<file path="config.mk">
export PLATFORM = sky130hd
export DESIGN_NAME = clock_select_reset_watchdog
export DESIGN_NICKNAME = d
export VERILOG_FILES = /design/src/hdl/clock_reset_pkg.sv /design/src/hdl/clock_select_reset_watchdog.sv /design/src/hdl/watchdog_counter.sv
export SDC_FILE = /design/constraint.sdc
export NUM_CORES = 1
export LEC_CHECK = 0
export BUFFER_PORTS_ARGS = -buffer_cell sky130_fd_sc_hd__buf_4
export CAP_MARGIN = 20
export CORE_UTILIZATION = 50
export CTS_CLUSTER_SIZE = 10
export DETAILED_ROUTE_END_ITERATION = 8
export PLACE_DENSITY = 0.76
export RECOVER_POWER = 100
export SLEW_MARGIN = 20
export SYNTH_ARGS = -nofsm -noshare
export SYNTH_HDL_FRONTEND = slang
export SYNTH_SLANG_ARGS = --single-unit
</file>
<file path="constraint.sdc">
create_clock -name CORE_CLK -period 4 [get_ports CORE_CLK]
set_input_delay 0 -clock CORE_CLK [delete_from_list [all_inputs] [get_ports CORE_CLK]]
set_output_delay 0 -clock CORE_CLK [all_outputs]
set_load 0.02 [all_outputs]
</file>
<file path="src/hdl/clock_reset_pkg.sv">
// Shared constants for the clock select, reset sequencer and watchdog block.
package clock_reset_pkg;

  // ==========================================================================
  // Clock and timing
  // ==========================================================================
  localparam int CORE_CLK_PERIOD_NS = 40;
  localparam int RESET_SEQ_CYCLES = 768;
  localparam logic [9:0] RESET_SEQ_LAST = 10'(RESET_SEQ_CYCLES - 1);
  localparam int BUS_DIV = 2;
  localparam logic BUS_DIV_LAST = 1'(BUS_DIV - 1);

  // ==========================================================================
  // Register byte offsets
  // ==========================================================================
  localparam logic [7:0] OFF_CLOCK_SELECT = 8'h00;
  localparam logic [7:0] OFF_PROTECTION = 8'h04;
  localparam logic [7:0] OFF_WD_CONTROL = 8'h08;
  localparam logic [7:0] OFF_WD_SERVICE = 8'h0C;
  localparam logic [7:0] OFF_STATUS = 8'h10;

  // ==========================================================================
  // Clock select fields and reset value
  // ==========================================================================
  localparam int LOOP_SEL_BIT = 7;
  localparam int KEEP_IN_STOP_BIT = 6;
  localparam int PERIODIC_RUN_BIT = 3;
  localparam int WD_RUN_BIT = 2;
  localparam int PERIODIC_SEL_BIT = 1;
  localparam int WD_SEL_BIT = 0;
  localparam logic [7:0] CLOCK_SELECT_RESET = 8'h80;
  localparam logic [7:0] CLOCK_SELECT_MASK = 8'hCF;

  // ==========================================================================
  // Protection, watchdog and status fields
  // ==========================================================================
  localparam int LOCK_BIT = 0;
  localparam logic [2:0] WD_RATE_OFF = 3'h0;
  localparam logic [2:0] WD_RATE_RESET = 3'h0;
  localparam logic [7:0] SERVICE_FIRST = 8'h55;
  localparam logic [7:0] SERVICE_SECOND = 8'hAA;
  localparam int ST_OSC_UP_BIT = 0;
  localparam int ST_FULL_STOP_BIT = 1;
  localparam int ST_MON_CAUSE_BIT = 2;
  localparam int ST_WD_CAUSE_BIT = 3;
  localparam int ST_EXT_CAUSE_BIT = 4;
  localparam int ST_WD_WRITTEN_BIT = 5;

  // ==========================================================================
  // Bus constants
  // ==========================================================================
  localparam logic [1:0] HTRANS_NONSEQ = 2'h2;
  localparam logic HRESP_OKAY = 1'h0;

  typedef enum logic [2:0] {
    RS_RUN = 3'h1,
    RS_HOLD = 3'h2,
    RS_PIN = 3'h4
  } reset_state_type;

endpackage : clock_reset_pkg

</file>
<file path="src/hdl/clock_select_reset_watchdog.sv">
// Clock source select, reset sequencer, clock monitor reset and watchdog with AHB-Lite access.
// Contract
// - Clock select writes take effect only while the lock flag is clear.
// - Special mode lets every clock select bit except bits 5:4, which the mask clears, be written while the lock flag is clear.
// - Normal mode lets loop, stop, run-in-stop and periodic select bits be written.
// - Normal mode: watchdog source writable until watchdog control written, once more after clearing.
// - Loop select picks loop clock, else crystal; bus runs at source divided by two.
// - Loop select clears only while the oscillator is up.
// - Loop select forced high when oscillator down or full stop entered.
// - Keep-in-stop bit chooses pseudo stop, else oscillator off in stop.
// - Internal reset held 768 cycles, longer while external pin stays low.
// - Oscillator enabled and failing raises a clock monitor reset.
// - Full stop disables oscillator and clock monitor.
// - Watchdog counts internal reference or crystal ticks per its source select.
// - In stop the watchdog runs only with keep, source and run bits all set.
// - Three-bit field selects seven time-out periods or off.
// - Writing 0x55 then 0xAA restarts the time-out period.
// - Time-out without service raises a watchdog reset.
// - While the watchdog is on, any service value other than 0x55 or 0xAA raises a watchdog reset.
`timescale 1ns/10ps
module clock_select_reset_watchdog
  import clock_reset_pkg::*;
#(
  parameter int WD_BASE_BITS = 14
) (
  input wire logic CORE_CLK, // Core clock, 25 MHz.
  input wire logic RST_N, // Synchronous reset, active low.
  input wire logic HSEL, // AHB slave select.
  input wire logic [31:0] HADDR, // AHB address.
  input wire logic [1:0] HTRANS, // AHB transfer type.
  input wire logic HWRITE, // AHB write.
  input wire logic [2:0] HSIZE, // AHB size, word only.
  input wire logic [31:0] HWDATA, // AHB write data.
  input wire logic HREADY, // AHB bus ready.
  output logic [31:0] HRDATA, // AHB read data.
  output logic HREADYOUT, // AHB slave ready.
  output logic HRESP, // AHB response, always OKAY.
  input wire logic SPECIAL_MODE, // High in special operating modes.
  input wire logic STOP_MODE, // High while the device is in stop mode.
  input wire logic OSC_ENABLE, // Oscillator enable setting.
  input wire logic OSC_UP, // Oscillator up flag.
  input wire logic OSC_FAIL, // Oscillation lost or below failure threshold.
  input wire logic OSC_TICK, // One pulse per crystal clock cycle.
  input wire logic IRC_TICK, // One pulse per internal reference clock cycle.
  input wire logic EXT_RESET_N, // External reset pin, active low.
  output logic [7:0] CLOCK_SELECT, // Clock select register contents.
  output logic SYS_FROM_LOOP, // High when system clocks come from the loop clock.
  output logic BUS_TICK, // One pulse per bus clock cycle.
  output logic OSC_RUN, // Oscillator allowed to run.
  output logic MONITOR_ON, // Clock monitor active.
  output logic INTERNAL_RESET_N // Internal reset, active low.
);

  // ==========================================================================
  // Declarations
  // ==========================================================================
  logic [7:0] addr_reg;
  logic wr_pend_reg;
  logic rd_pend_reg;
  logic [31:0] hrdata_reg;
  logic hready_reg;
  logic [7:0] clksel_reg;
  logic [7:0] clksel_next;
  logic lock_reg;
  logic [2:0] wdctl_reg;
  logic wd_written_reg;
  logic wd_resel_ok_reg;
  logic armed_reg;
  logic stop_d_reg;
  logic mon_cause_reg;
  logic wd_cause_reg;
  logic ext_cause_reg;
  reset_state_type rs_reg;
  reset_state_type rs_next;
  logic [9:0] seq_count_reg;
  logic int_rst_n_reg;
  logic div_reg;
  logic bus_tick_reg;
  logic osc_run_reg;
  logic monitor_on_reg;
  logic taken;
  logic [7:0] wbyte;
  logic ctl_rst;
  logic wr_clk;
  logic wr_write_lock_flag;
  logic wr_wdctl;
  logic wr_svc;
  logic wr_status;
  logic full_stop;
  logic stop_entry;
  logic wd_enabled;
  logic bad_service;
  logic wd_restart;
  logic wd_run;
  logic wd_tick;
  logic wd_timeout;
  logic mon_fail;
  logic wd_fire;
  logic reset_request;
  logic src_tick;

  assign taken = HSEL && HREADY && HTRANS[1];
  assign wbyte = HWDATA[7:0];
  assign ctl_rst = !RST_N || !int_rst_n_reg;
  assign wr_clk = wr_pend_reg && addr_reg == OFF_CLOCK_SELECT;
  assign wr_write_lock_flag = wr_pend_reg && addr_reg == OFF_PROTECTION;
  assign wr_wdctl = wr_pend_reg && addr_reg == OFF_WD_CONTROL;
  assign wr_svc = wr_pend_reg && addr_reg == OFF_WD_SERVICE;
  assign wr_status = wr_pend_reg && addr_reg == OFF_STATUS;
  assign full_stop = STOP_MODE && !clksel_reg[KEEP_IN_STOP_BIT];
  assign stop_entry = STOP_MODE && !stop_d_reg;
  assign wd_enabled = wdctl_reg != WD_RATE_OFF;
  assign bad_service = wr_svc && wd_enabled && wbyte != SERVICE_FIRST
    && wbyte != SERVICE_SECOND;
  assign wd_restart = wr_svc && wd_enabled && armed_reg && wbyte == SERVICE_SECOND;
  assign wd_run = !STOP_MODE || (clksel_reg[KEEP_IN_STOP_BIT] && clksel_reg[WD_SEL_BIT]
    && clksel_reg[WD_RUN_BIT]);
  assign wd_tick = wd_run && (clksel_reg[WD_SEL_BIT] ? OSC_TICK : IRC_TICK);
  assign mon_fail = OSC_ENABLE && !full_stop && OSC_FAIL && int_rst_n_reg;
  assign wd_fire = wd_timeout || bad_service;
  assign reset_request = mon_fail || wd_fire || !EXT_RESET_N;
  assign src_tick = clksel_reg[LOOP_SEL_BIT] ? 1'b1 : OSC_TICK;

  assign HRDATA = hrdata_reg;
  assign HREADYOUT = hready_reg;
  assign HRESP = HRESP_OKAY;
  assign CLOCK_SELECT = clksel_reg;
  assign SYS_FROM_LOOP = clksel_reg[LOOP_SEL_BIT];
  assign BUS_TICK = bus_tick_reg;
  assign OSC_RUN = osc_run_reg;
  assign MONITOR_ON = monitor_on_reg;
  assign INTERNAL_RESET_N = int_rst_n_reg;

  // ==========================================================================
  // AHB-Lite slave
  // ==========================================================================
  // Reads take one wait state so that a write in the preceding data phase is seen.
  always_ff @(posedge CORE_CLK) begin
    if (!RST_N) begin
      addr_reg <= 8'h00;
      wr_pend_reg <= 1'b0;
      rd_pend_reg <= 1'b0;
      hready_reg <= 1'b1;
      hrdata_reg <= 32'h0;
    end else begin
      wr_pend_reg <= taken && HWRITE;
      if (taken) begin
        addr_reg <= HADDR[7:0];
      end
      if (taken && !HWRITE) begin
        rd_pend_reg <= 1'b1;
        hready_reg <= 1'b0;
      end else if (rd_pend_reg) begin
        rd_pend_reg <= 1'b0;
        hready_reg <= 1'b1;
        case (addr_reg)
          OFF_CLOCK_SELECT: hrdata_reg <= {24'h0, clksel_reg};
          OFF_PROTECTION: hrdata_reg <= {31'h0, lock_reg};
          OFF_WD_CONTROL: hrdata_reg <= {29'h0, wdctl_reg};
          OFF_STATUS: hrdata_reg <= {26'h0, wd_written_reg, ext_cause_reg, wd_cause_reg,
            mon_cause_reg, full_stop, OSC_UP};
          default: hrdata_reg <= 32'h0;
        endcase
      end
    end
  end

  // ==========================================================================
  // Clock select register
  // ==========================================================================
  always_comb begin
    clksel_next = clksel_reg;
    if (wr_clk && !lock_reg) begin
      if (SPECIAL_MODE) begin
        clksel_next = wbyte & CLOCK_SELECT_MASK;
      end else begin
        clksel_next[LOOP_SEL_BIT] = wbyte[LOOP_SEL_BIT];
        clksel_next[KEEP_IN_STOP_BIT] = wbyte[KEEP_IN_STOP_BIT];
        clksel_next[PERIODIC_RUN_BIT] = wbyte[PERIODIC_RUN_BIT];
        clksel_next[WD_RUN_BIT] = wbyte[WD_RUN_BIT];
        clksel_next[PERIODIC_SEL_BIT] = wbyte[PERIODIC_SEL_BIT];
        if (!wd_written_reg || (wd_resel_ok_reg && wbyte[WD_SEL_BIT])) begin
          clksel_next[WD_SEL_BIT] = wbyte[WD_SEL_BIT];
        end
      end
      if (!OSC_UP) begin
        clksel_next[LOOP_SEL_BIT] = 1'b1;
      end
    end
    if (!OSC_UP) begin
      clksel_next[LOOP_SEL_BIT] = 1'b1;
      clksel_next[WD_SEL_BIT] = 1'b0;
    end
    if (stop_entry && !clksel_reg[KEEP_IN_STOP_BIT]) begin
      clksel_next[LOOP_SEL_BIT] = 1'b1;
    end
  end

  always_ff @(posedge CORE_CLK) begin
    if (ctl_rst) begin
      clksel_reg <= CLOCK_SELECT_RESET;
    end else begin
      clksel_reg <= clksel_next;
    end
  end

  // The extra watchdog source write is granted after a hardware clear; setting wins.
  always_ff @(posedge CORE_CLK) begin
    if (ctl_rst) begin
      wd_resel_ok_reg <= 1'b0;
    end else if (clksel_reg[WD_SEL_BIT] && !OSC_UP) begin
      wd_resel_ok_reg <= 1'b1;
    end else if (wr_clk && !lock_reg && !SPECIAL_MODE && wd_written_reg
      && wbyte[WD_SEL_BIT]) begin
      wd_resel_ok_reg <= 1'b0;
    end
  end

  // ==========================================================================
  // Protection and watchdog control
  // ==========================================================================
  always_ff @(posedge CORE_CLK) begin
    if (ctl_rst) begin
      lock_reg <= 1'b0;
    end else if (wr_write_lock_flag) begin
      lock_reg <= wbyte[LOCK_BIT];
    end
  end

  always_ff @(posedge CORE_CLK) begin
    if (ctl_rst) begin
      wdctl_reg <= WD_RATE_RESET;
      wd_written_reg <= 1'b0;
    end else if (wr_wdctl && (SPECIAL_MODE || !wd_written_reg)) begin
      wdctl_reg <= wbyte[2:0];
      wd_written_reg <= !SPECIAL_MODE;
    end
  end

  always_ff @(posedge CORE_CLK) begin
    if (ctl_rst) begin
      armed_reg <= 1'b0;
    end else if (wr_svc) begin
      armed_reg <= wbyte == SERVICE_FIRST;
    end
  end

  watchdog_counter #(
    .BASE_BITS(WD_BASE_BITS)
  ) u_watchdog (
    .clk(CORE_CLK),
    .rst_n(!ctl_rst),
    .tick(wd_tick),
    .restart(wd_restart),
    .rate(wdctl_reg),
    .timeout_reg(wd_timeout)
  );

  // ==========================================================================
  // Reset sequencer
  // ==========================================================================
  always_comb begin
    rs_next = rs_reg;
    case (rs_reg)
      RS_RUN: begin
        if (reset_request) begin
          rs_next = RS_HOLD;
        end
      end
      RS_HOLD: begin
        if (seq_count_reg == RESET_SEQ_LAST) begin
          rs_next = EXT_RESET_N ? RS_RUN : RS_PIN;
        end
      end
      RS_PIN: begin
        if (EXT_RESET_N) begin
          rs_next = RS_RUN;
        end
      end
      default: rs_next = RS_HOLD;
    endcase
  end

  always_ff @(posedge CORE_CLK) begin
    if (!RST_N) begin
      rs_reg <= RS_HOLD;
      seq_count_reg <= 10'h000;
      int_rst_n_reg <= 1'b0;
    end else begin
      rs_reg <= rs_next;
      int_rst_n_reg <= rs_next == RS_RUN;
      if (rs_reg == RS_HOLD && rs_next == RS_HOLD) begin
        seq_count_reg <= seq_count_reg + 10'h001;
      end else begin
        seq_count_reg <= 10'h000;
      end
    end
  end

  // Reset causes survive the internal reset; a new cause wins over a clear.
  always_ff @(posedge CORE_CLK) begin
    if (!RST_N) begin
      mon_cause_reg <= 1'b0;
      wd_cause_reg <= 1'b0;
      ext_cause_reg <= 1'b0;
    end else begin
      mon_cause_reg <= mon_fail || (mon_cause_reg && !(wr_status && wbyte[ST_MON_CAUSE_BIT]));
      wd_cause_reg <= wd_fire || (wd_cause_reg && !(wr_status && wbyte[ST_WD_CAUSE_BIT]));
      ext_cause_reg <= (!EXT_RESET_N && rs_reg == RS_RUN)
        || (ext_cause_reg && !(wr_status && wbyte[ST_EXT_CAUSE_BIT]));
    end
  end

  // ==========================================================================
  // Stop handling, oscillator and bus clock
  // ==========================================================================
  always_ff @(posedge CORE_CLK) begin
    if (!RST_N) begin
      stop_d_reg <= 1'b0;
      osc_run_reg <= 1'b0;
      monitor_on_reg <= 1'b0;
    end else begin
      stop_d_reg <= STOP_MODE;
      osc_run_reg <= OSC_ENABLE && !full_stop;
      monitor_on_reg <= OSC_ENABLE && !full_stop;
    end
  end

  always_ff @(posedge CORE_CLK) begin
    if (!RST_N) begin
      div_reg <= 1'b0;
      bus_tick_reg <= 1'b0;
    end else begin
      bus_tick_reg <= src_tick && div_reg == BUS_DIV_LAST;
      if (src_tick) begin
        div_reg <= div_reg == BUS_DIV_LAST ? 1'b0 : div_reg + 1'b1;
      end
    end
  end
endmodule : clock_select_reset_watchdog

</file>
<file path="src/hdl/watchdog_counter.sv">
// Free-running watchdog counter with selectable time-out period.
`timescale 1ns/10ps
module watchdog_counter
  import clock_reset_pkg::*;
#(
  parameter int BASE_BITS = 14
) (
  input wire logic clk, // Core clock.
  input wire logic rst_n, // Synchronous reset, active low.
  input wire logic tick, // One count step of the selected watchdog source.
  input wire logic restart, // Restart the time-out period.
  input wire logic [2:0] rate, // Time-out period select.
  output logic timeout_reg // One-cycle pulse on time-out.
);

  logic [31:0] count_reg;

  // Period in source ticks for each non-off rate code.
  function automatic logic [31:0] wd_limit(input logic [2:0] r);
    logic [4:0] step;
    step = 5'h0;
    case (r)
      3'h1: step = 5'h0;
      3'h2: step = 5'h2;
      3'h3: step = 5'h4;
      3'h4: step = 5'h6;
      3'h5: step = 5'h8;
      3'h6: step = 5'h9;
      3'h7: step = 5'hA;
      default: step = 5'h0;
    endcase
    return 32'h1 << (5'(BASE_BITS) + step);
  endfunction : wd_limit

  // ==========================================================================
  // Counter
  // ==========================================================================
  always_ff @(posedge clk) begin
    timeout_reg <= 1'b0;
    if (!rst_n || restart || rate == WD_RATE_OFF) begin
      count_reg <= 32'h0;
    end else if (tick) begin
      if (count_reg >= wd_limit(rate) - 32'h1) begin
        count_reg <= 32'h0;
        timeout_reg <= 1'b1;
      end else begin
        count_reg <= count_reg + 32'h1;
      end
    end
  end

endmodule : watchdog_counter

</file>
==> results.ini, run 1 <==
[critical_path]
end_kind = flip-flop
cpPeakStageDelay_ns = 0.65
startpoint_type = flip-flop
cp_slowest_cell = dfxtp_1
required_ns = 4.27
path_class = flip-flop to flip-flop
crit_chain = nor2_1 > a21oi_1 > ha_1 > buf_4 > nor2b_1 > nor2_1 > ha_1 > a21o_1 > a2111oi_0 > o211ai_1 > buf_4 > a211oi_1
crit_arrival_ns = 3.93
path_max_fanout = 17

[synth]
synth_seq_cells = 86
synth_edf_count = 0
synth.top_cell.area_share_pct = 34.9
yosys.area.top_type = dfxtp_1
yosys-top-cells-area = dfxtp_1, xnor2_1, ha_1
avgSynthCellArea_sq_um = 8.36
synth_area_sq_um = 4930
ys_seq_area_share_pct = 34.9
synthDistinctLibCells = 66
syn_inst = 590
synth_top_flop_cell = dfxtp_1
ys_warn_count = 0
ys_async_sr_fraction_pct = 0

[timing]
clock.fmax_mhz = 273
tns_ns = 0
slew_violations = 0
rsz0062_at_grt = false
slew_headroom_pct = 19.1
finalCritPeriodShare_pct = 91.5
max_slew.worst_pin.slew_ns = 1.21
finalCriticalPeriod_ns = 3.66
holdWs_ns = 0.0423
hold_viol = 0
fin_worst_skew_ns = 0.0125
setup_viol = 0

[cells_and_area]
diodes = 0
final_core_util_pct = 59.8
final_net_count = 751
drive_gt1_share_pct = 10.2
largest_reg_flops = 32
layout.cells.non_filler = 783
design_area_sq_um = 5630
area_growth_pct = 14.2
layout_common_cells = dfxtp_1, nand2_1, nor2_1
final_common_cell = dfxtp_1

[grt]
grt_max_degree = 33
antenna_found_initial = 0
grt_pass1_wl_microns = 19400
grt_pass1_vias = 4171
grt_overflow_total = 0
track_usage_pct = 23.8

[clocking]
ctsResizeCount = 0
clk_pin_slew_ns = 0.10
h-tree-depth = 3
cts_buffers = 9
root_buffer = clkbuf_8
hold_buffers = 25
post_cts_buffers = 0
cts_buffer_depth = 2
numClockSinks = 86
worstSkewPairLatency_ns = 0.37
cts_tree = yes

[floorplanning]
die_w_microns = 101
start_util_pct = 52.4
rows = 35
ios = 129
core-area_sq_um = 9420
die_y_microns = 101
fp.dieArea_sq_um = 10300

[routing]
via_count = 4516
drc = 0
dr.pass1.iters = 6
viasPerCell = 5.77
ant_nets = 0
drt_wl_total_microns = 11900
first_iter_violations = 212
wl_per_cell_microns = 15.3

[placed_design]
io_buffer_count = 49
placed_cell_area_sq_um = 5290
place_inst = 742
place_congestion = 0.841
dp_hpwl_microns = 8240

[pwr]
leakage_uw = 0.00204
powerDensity_nw_per_um2 = 291
peakVddDrop_v = 0.000189

[hold_path]
hold_class = input port to flip-flop

[job]
drv_cap = 0

[outcome]
status = completed

==> power by group <==
| part | switching (uW) | leakage, uW | internal [uW] | total, uW |
|---|---|---|---|---|
| Sequential | 7.91 | 0.000695 | 864 | 872 |
| Combinational | 72.0 | 0.00124 | 52.5 | 124 |
| Clock | 337 | 0.000103 | 309 | 646 |
| Total | 417 | 0.00204 | 1230 | 1640 |
==> metrics by stage <==
step | worst slack, ns | total power, uW
final | 0.339 | 1640
after global routing | 0.0374 | 1710
after CTS | 0.389 | 1650
after detailed placement | 0.438 | 997
after global placement | 0.556 | 995
after floorplan | 0.411 | 977
==> layer usage <==
metal	share of wire (%)	routed length [microns]	GRT usage, %
met5	0	0	0
met3	5.5	660	4.69
met1	43	5170	27.9
met2	48	5780	42.2
met4	2.8	329	10.1
==> synth_stat cells (all sizes together) (10+ instances only) <==
cell type and n:
dfxtp 86, ha 20, a21boi 10, nor4 21, clkbuf 26, a21oi 14
nand4 13, nand2 60, nand3 14, buf 37, nor3 38, inv 14
xnor2 30, mux2i 12, o21ai 18, nor2 44
==> worst max-delay path: cells and delay by family (launching register included) <==
kind / cells / cell delay [ns]
AO/OA/AOI/OAI: 5 / 1.29
adder cells (fa/ha/maj): 2 / 0.66
flip-flops: 1 / 0.65
AND/OR/NAND/NOR: 3 / 0.48
buffers and inverters: 2 / 0.48
==> final cells by class <==
type | instances | area [sq um]
Sequential cell | 86 | 1720
Inverter | 14 | 52.6
Clock inverter | 6 | 68.8
Clock buffer | 10 | 138
Tap cell | 129 | 161
Fill cell | 840 | 3780
Multi-Input combinational cell | 453 | 2870
Timing Repair Buffer | 85 | 618
==> logic make-up after synthesis <==
family                   count (synthesis)  synth area share, %
AND/OR/NAND/NOR                        262                 28.3
buffers and inverters                   77                 8.40
other                                    1               0.0760
flip-flops                              86                 34.9
adder cells (fa/ha/maj)                 21                 5.28
XOR/XNOR                                35                 6.22
multiplexers                            14                 2.89
AO/OA/AOI/OAI                           94                 13.9
==> final timing paths <==
kind,from,endpoint,slack (ns),cells after the start
worst min-delay path,HWDATA[4],ext_cause_reg,0.04,4
worst max-delay path,wdctl_reg[2],u_watchdog.count_reg[30],0.34,12
worst max register to register,wdctl_reg[2],u_watchdog.count_reg[30],0.34,12
worst min register to register,div_reg,BUS_TICK,0.45,2
(Power assumes the default switching activity.)
==> run 2: changes to the inputs <==
Clock period 4 ns to 3.9 ns, I/O delays scaled along.
==> run 2 against run 1 <==
  * Critical path depth rose by 3
  * Routed wire length fell by 2.1%
  * Clock power shrank 8.7%
  * Largest power group unchanged
==> results.ini, run 2 (synthesis gave the netlist of run 1 again) <==
[routing]
ant_nets = 0  ; unchanged
wl_per_cell_microns = 15.0  ; was 15.3 microns
drt_wl_total_microns = 11700  ; was 11900 microns
via_count = 4388  ; was 4516
drc = 0  ; unchanged
viasPerCell = 5.61  ; was 5.77
dr.pass1.iters = 4  ; was 6
first_iter_violations = 182  ; was 212

[critical_path]
startpoint_type = flip-flop  ; unchanged
path_max_fanout = 17  ; unchanged
r2r-end = u_watchdog.count_reg[16]  ; was u_watchdog.count_reg[30]
ff2ff_path_depth = 15  ; was 12
required_ns = 4.14  ; was 4.27 ns
end_kind = flip-flop  ; unchanged
crit_arrival_ns = 3.79  ; was 3.93 ns
reg2reg_slack_ns = 0.35  ; was 0.34 ns
reg2reg_from = wdctl_reg[0]  ; was wdctl_reg[2]
path_class = flip-flop to flip-flop  ; unchanged

[clocking]
cts_buffers = 9  ; unchanged
cts_tree = yes  ; unchanged
root_buffer = clkbuf_8  ; unchanged
h-tree-depth = 3  ; unchanged
post_cts_buffers = 0  ; unchanged
worstSkewPairLatency_ns = 0.37  ; about the same
clk_pin_slew_ns = 0.09  ; was 0.10 ns
numClockSinks = 86  ; unchanged
cts_buffer_depth = 2  ; unchanged

[timing]
slew_headroom_pct = 24.2  ; was 19.1%
clock.fmax_mhz = 282  ; was 273 MHz
finalCriticalPeriod_ns = 3.55  ; was 3.66 ns
slew_violations = 0  ; unchanged
fin_worst_skew_ns = 0.0136  ; was 0.0125 ns
tns_ns = 0  ; unchanged
fin_ws_ns = 0.354  ; was 0.339 ns
setup_viol = 0  ; unchanged
finalCritPeriodShare_pct = 90.9  ; was 91.5%
rsz0062_at_grt = false  ; unchanged
max_slew.worst_pin.slew_ns = 1.14  ; was 1.21 ns
hold_viol = 0  ; unchanged

[grt]
grt_overflow_total = 0  ; unchanged
track_usage_pct = 23.7  ; was 23.8%
antenna_found_initial = 0  ; unchanged
grt_pass1_wl_microns = 19300  ; was 19400 microns
grt_pass1_vias = 4230  ; was 4171
grt_max_degree = 33  ; unchanged

[pwr]
leakage_uw = 0.00202  ; was 0.00204 uW
peakVddDrop_v = 0.000148  ; was 0.000189 V
powerDensity_nw_per_um2 = 287  ; was 291 nW/um^2

[floorplanning]
start_util_pct = 52.4  ; unchanged
die_w_microns = 101  ; unchanged
die_y_microns = 101  ; unchanged
fp.dieArea_sq_um = 10300  ; unchanged
rows = 35  ; unchanged
ios = 129  ; unchanged
core-area_sq_um = 9420  ; unchanged

[cells_and_area]
final_net_count = 750  ; was 751
final_common_cell = dfxtp_1  ; unchanged
diodes = 0  ; unchanged
area_growth_pct = 13.6  ; was 14.2%
largest_reg_flops = 32  ; unchanged
fillCellCount = 843  ; was 840
layout_common_cells = dfxtp_1, nand2_1, nor2_1  ; unchanged
drive_gt1_share_pct = 10.4  ; was 10.2%

[placed_design]
io_buffer_count = 49  ; unchanged
place_congestion = 0.831  ; was 0.841
dp_hpwl_microns = 8230  ; was 8240 microns
post-place-ws_ns = 0.244  ; was 0.438 ns

[hold_path]
whs_path_depth = 4  ; unchanged
hold_class = input port to flip-flop  ; unchanged
worstHoldEndpoint = ext_cause_reg  ; unchanged
hold_start = HWDATA[4]  ; unchanged

[outcome]
status = completed  ; unchanged

[job]
drv_cap = 0  ; unchanged

## run 2: routing by layer
metal  vias to the layer above  share of wire, %  track usage, %
met5                         -                 0               0
met1                      2043                44            28.0
met4                         0               3.0            11.7
met3                        30               5.1            4.42
met2                       134                48            41.3
li1                       2181                 -               -
## run 2: final cells by class
type	count	area (sq um)	area share, %
inverter	14	52.6	0.937
clock buffer	9	124	2.21
multi-input combinational	453	2870	51.3
timing repair buffer	84	614	11.0
tap	129	161	2.88
clock inverter	7	56.3	1.00
sequential	86	1720	30.7
## run 2: worst max path at each step
stage	slack [ns]	start	endpoint	cells after the start
5_1_grt	0.08	wdctl_reg[0]	u_watchdog.count_reg[26]	15
6_report	0.35	wdctl_reg[0]	u_watchdog.count_reg[16]	15
4_1_cts	0.20	wdctl_reg[0]	u_watchdog.count_reg[6]	12
3_3_place_gp	0.39	wdctl_reg[0]	u_watchdog.count_reg[25]	15
2_1_floorplan	0.31	wdctl_reg[1]	u_watchdog.count_reg[5]	15
3_5_place_dp	0.24	wdctl_reg[0]	u_watchdog.count_reg[6]	12
## run 2: worst max-delay path, cell delays in order, from the launching register on
cell and delay [ns]:
dfxtp_2 0.52, nand2_1 0.12, nor2_1 0.11, a21oi_1 0.05, ha_1 0.43, o21a_1 0.21
a21oi_1 0.15, o221ai_1 0.14, ha_1 0.35, nand4_1 0.12, nor4_1 0.33, buf_4 0.18
nand2_1 0.07, o211ai_1 0.26, buf_4 0.28, nor3_1 0.09
## run 2: metrics by stage
step / instance area [sq um] / power, uW / hold slack, ns / cells / utilization, %
after floorplan: 5030 / 1000 / 0.0723 / 616 / -
after global placement: 5290 / 1020 / 0.180 / 741 / 56.1
after detailed placement: 5290 / 1020 / 0.187 / 741 / 56.1
after CTS: 5720 / 1620 / 0.0592 / 782 / 60.7
after global routing: 5610 / 1680 / 0.0701 / 782 / 59.5
final: 5610 / 1610 / 0.0601 / 782 / 59.5
## run 2: what timing repair did
action | CTS | global route
endpoints found under the hold margin | 31 | 0
gates resized for setup | 0 | 2
endpoints found under the setup margin | 0 | 31
hold buffers | 25 | 0
## run 2: power breakdown
group / total [uW] / leakage (uW) / internal [uW] / switching, uW
clock: 590 / 0.0000838 / 238 / 352
sequential: 894 / 0.000695 / 886 / 7.91
combinational: 127 / 0.00124 / 53.9 / 73.5
total: 1610 / 0.00202 / 1180 / 433
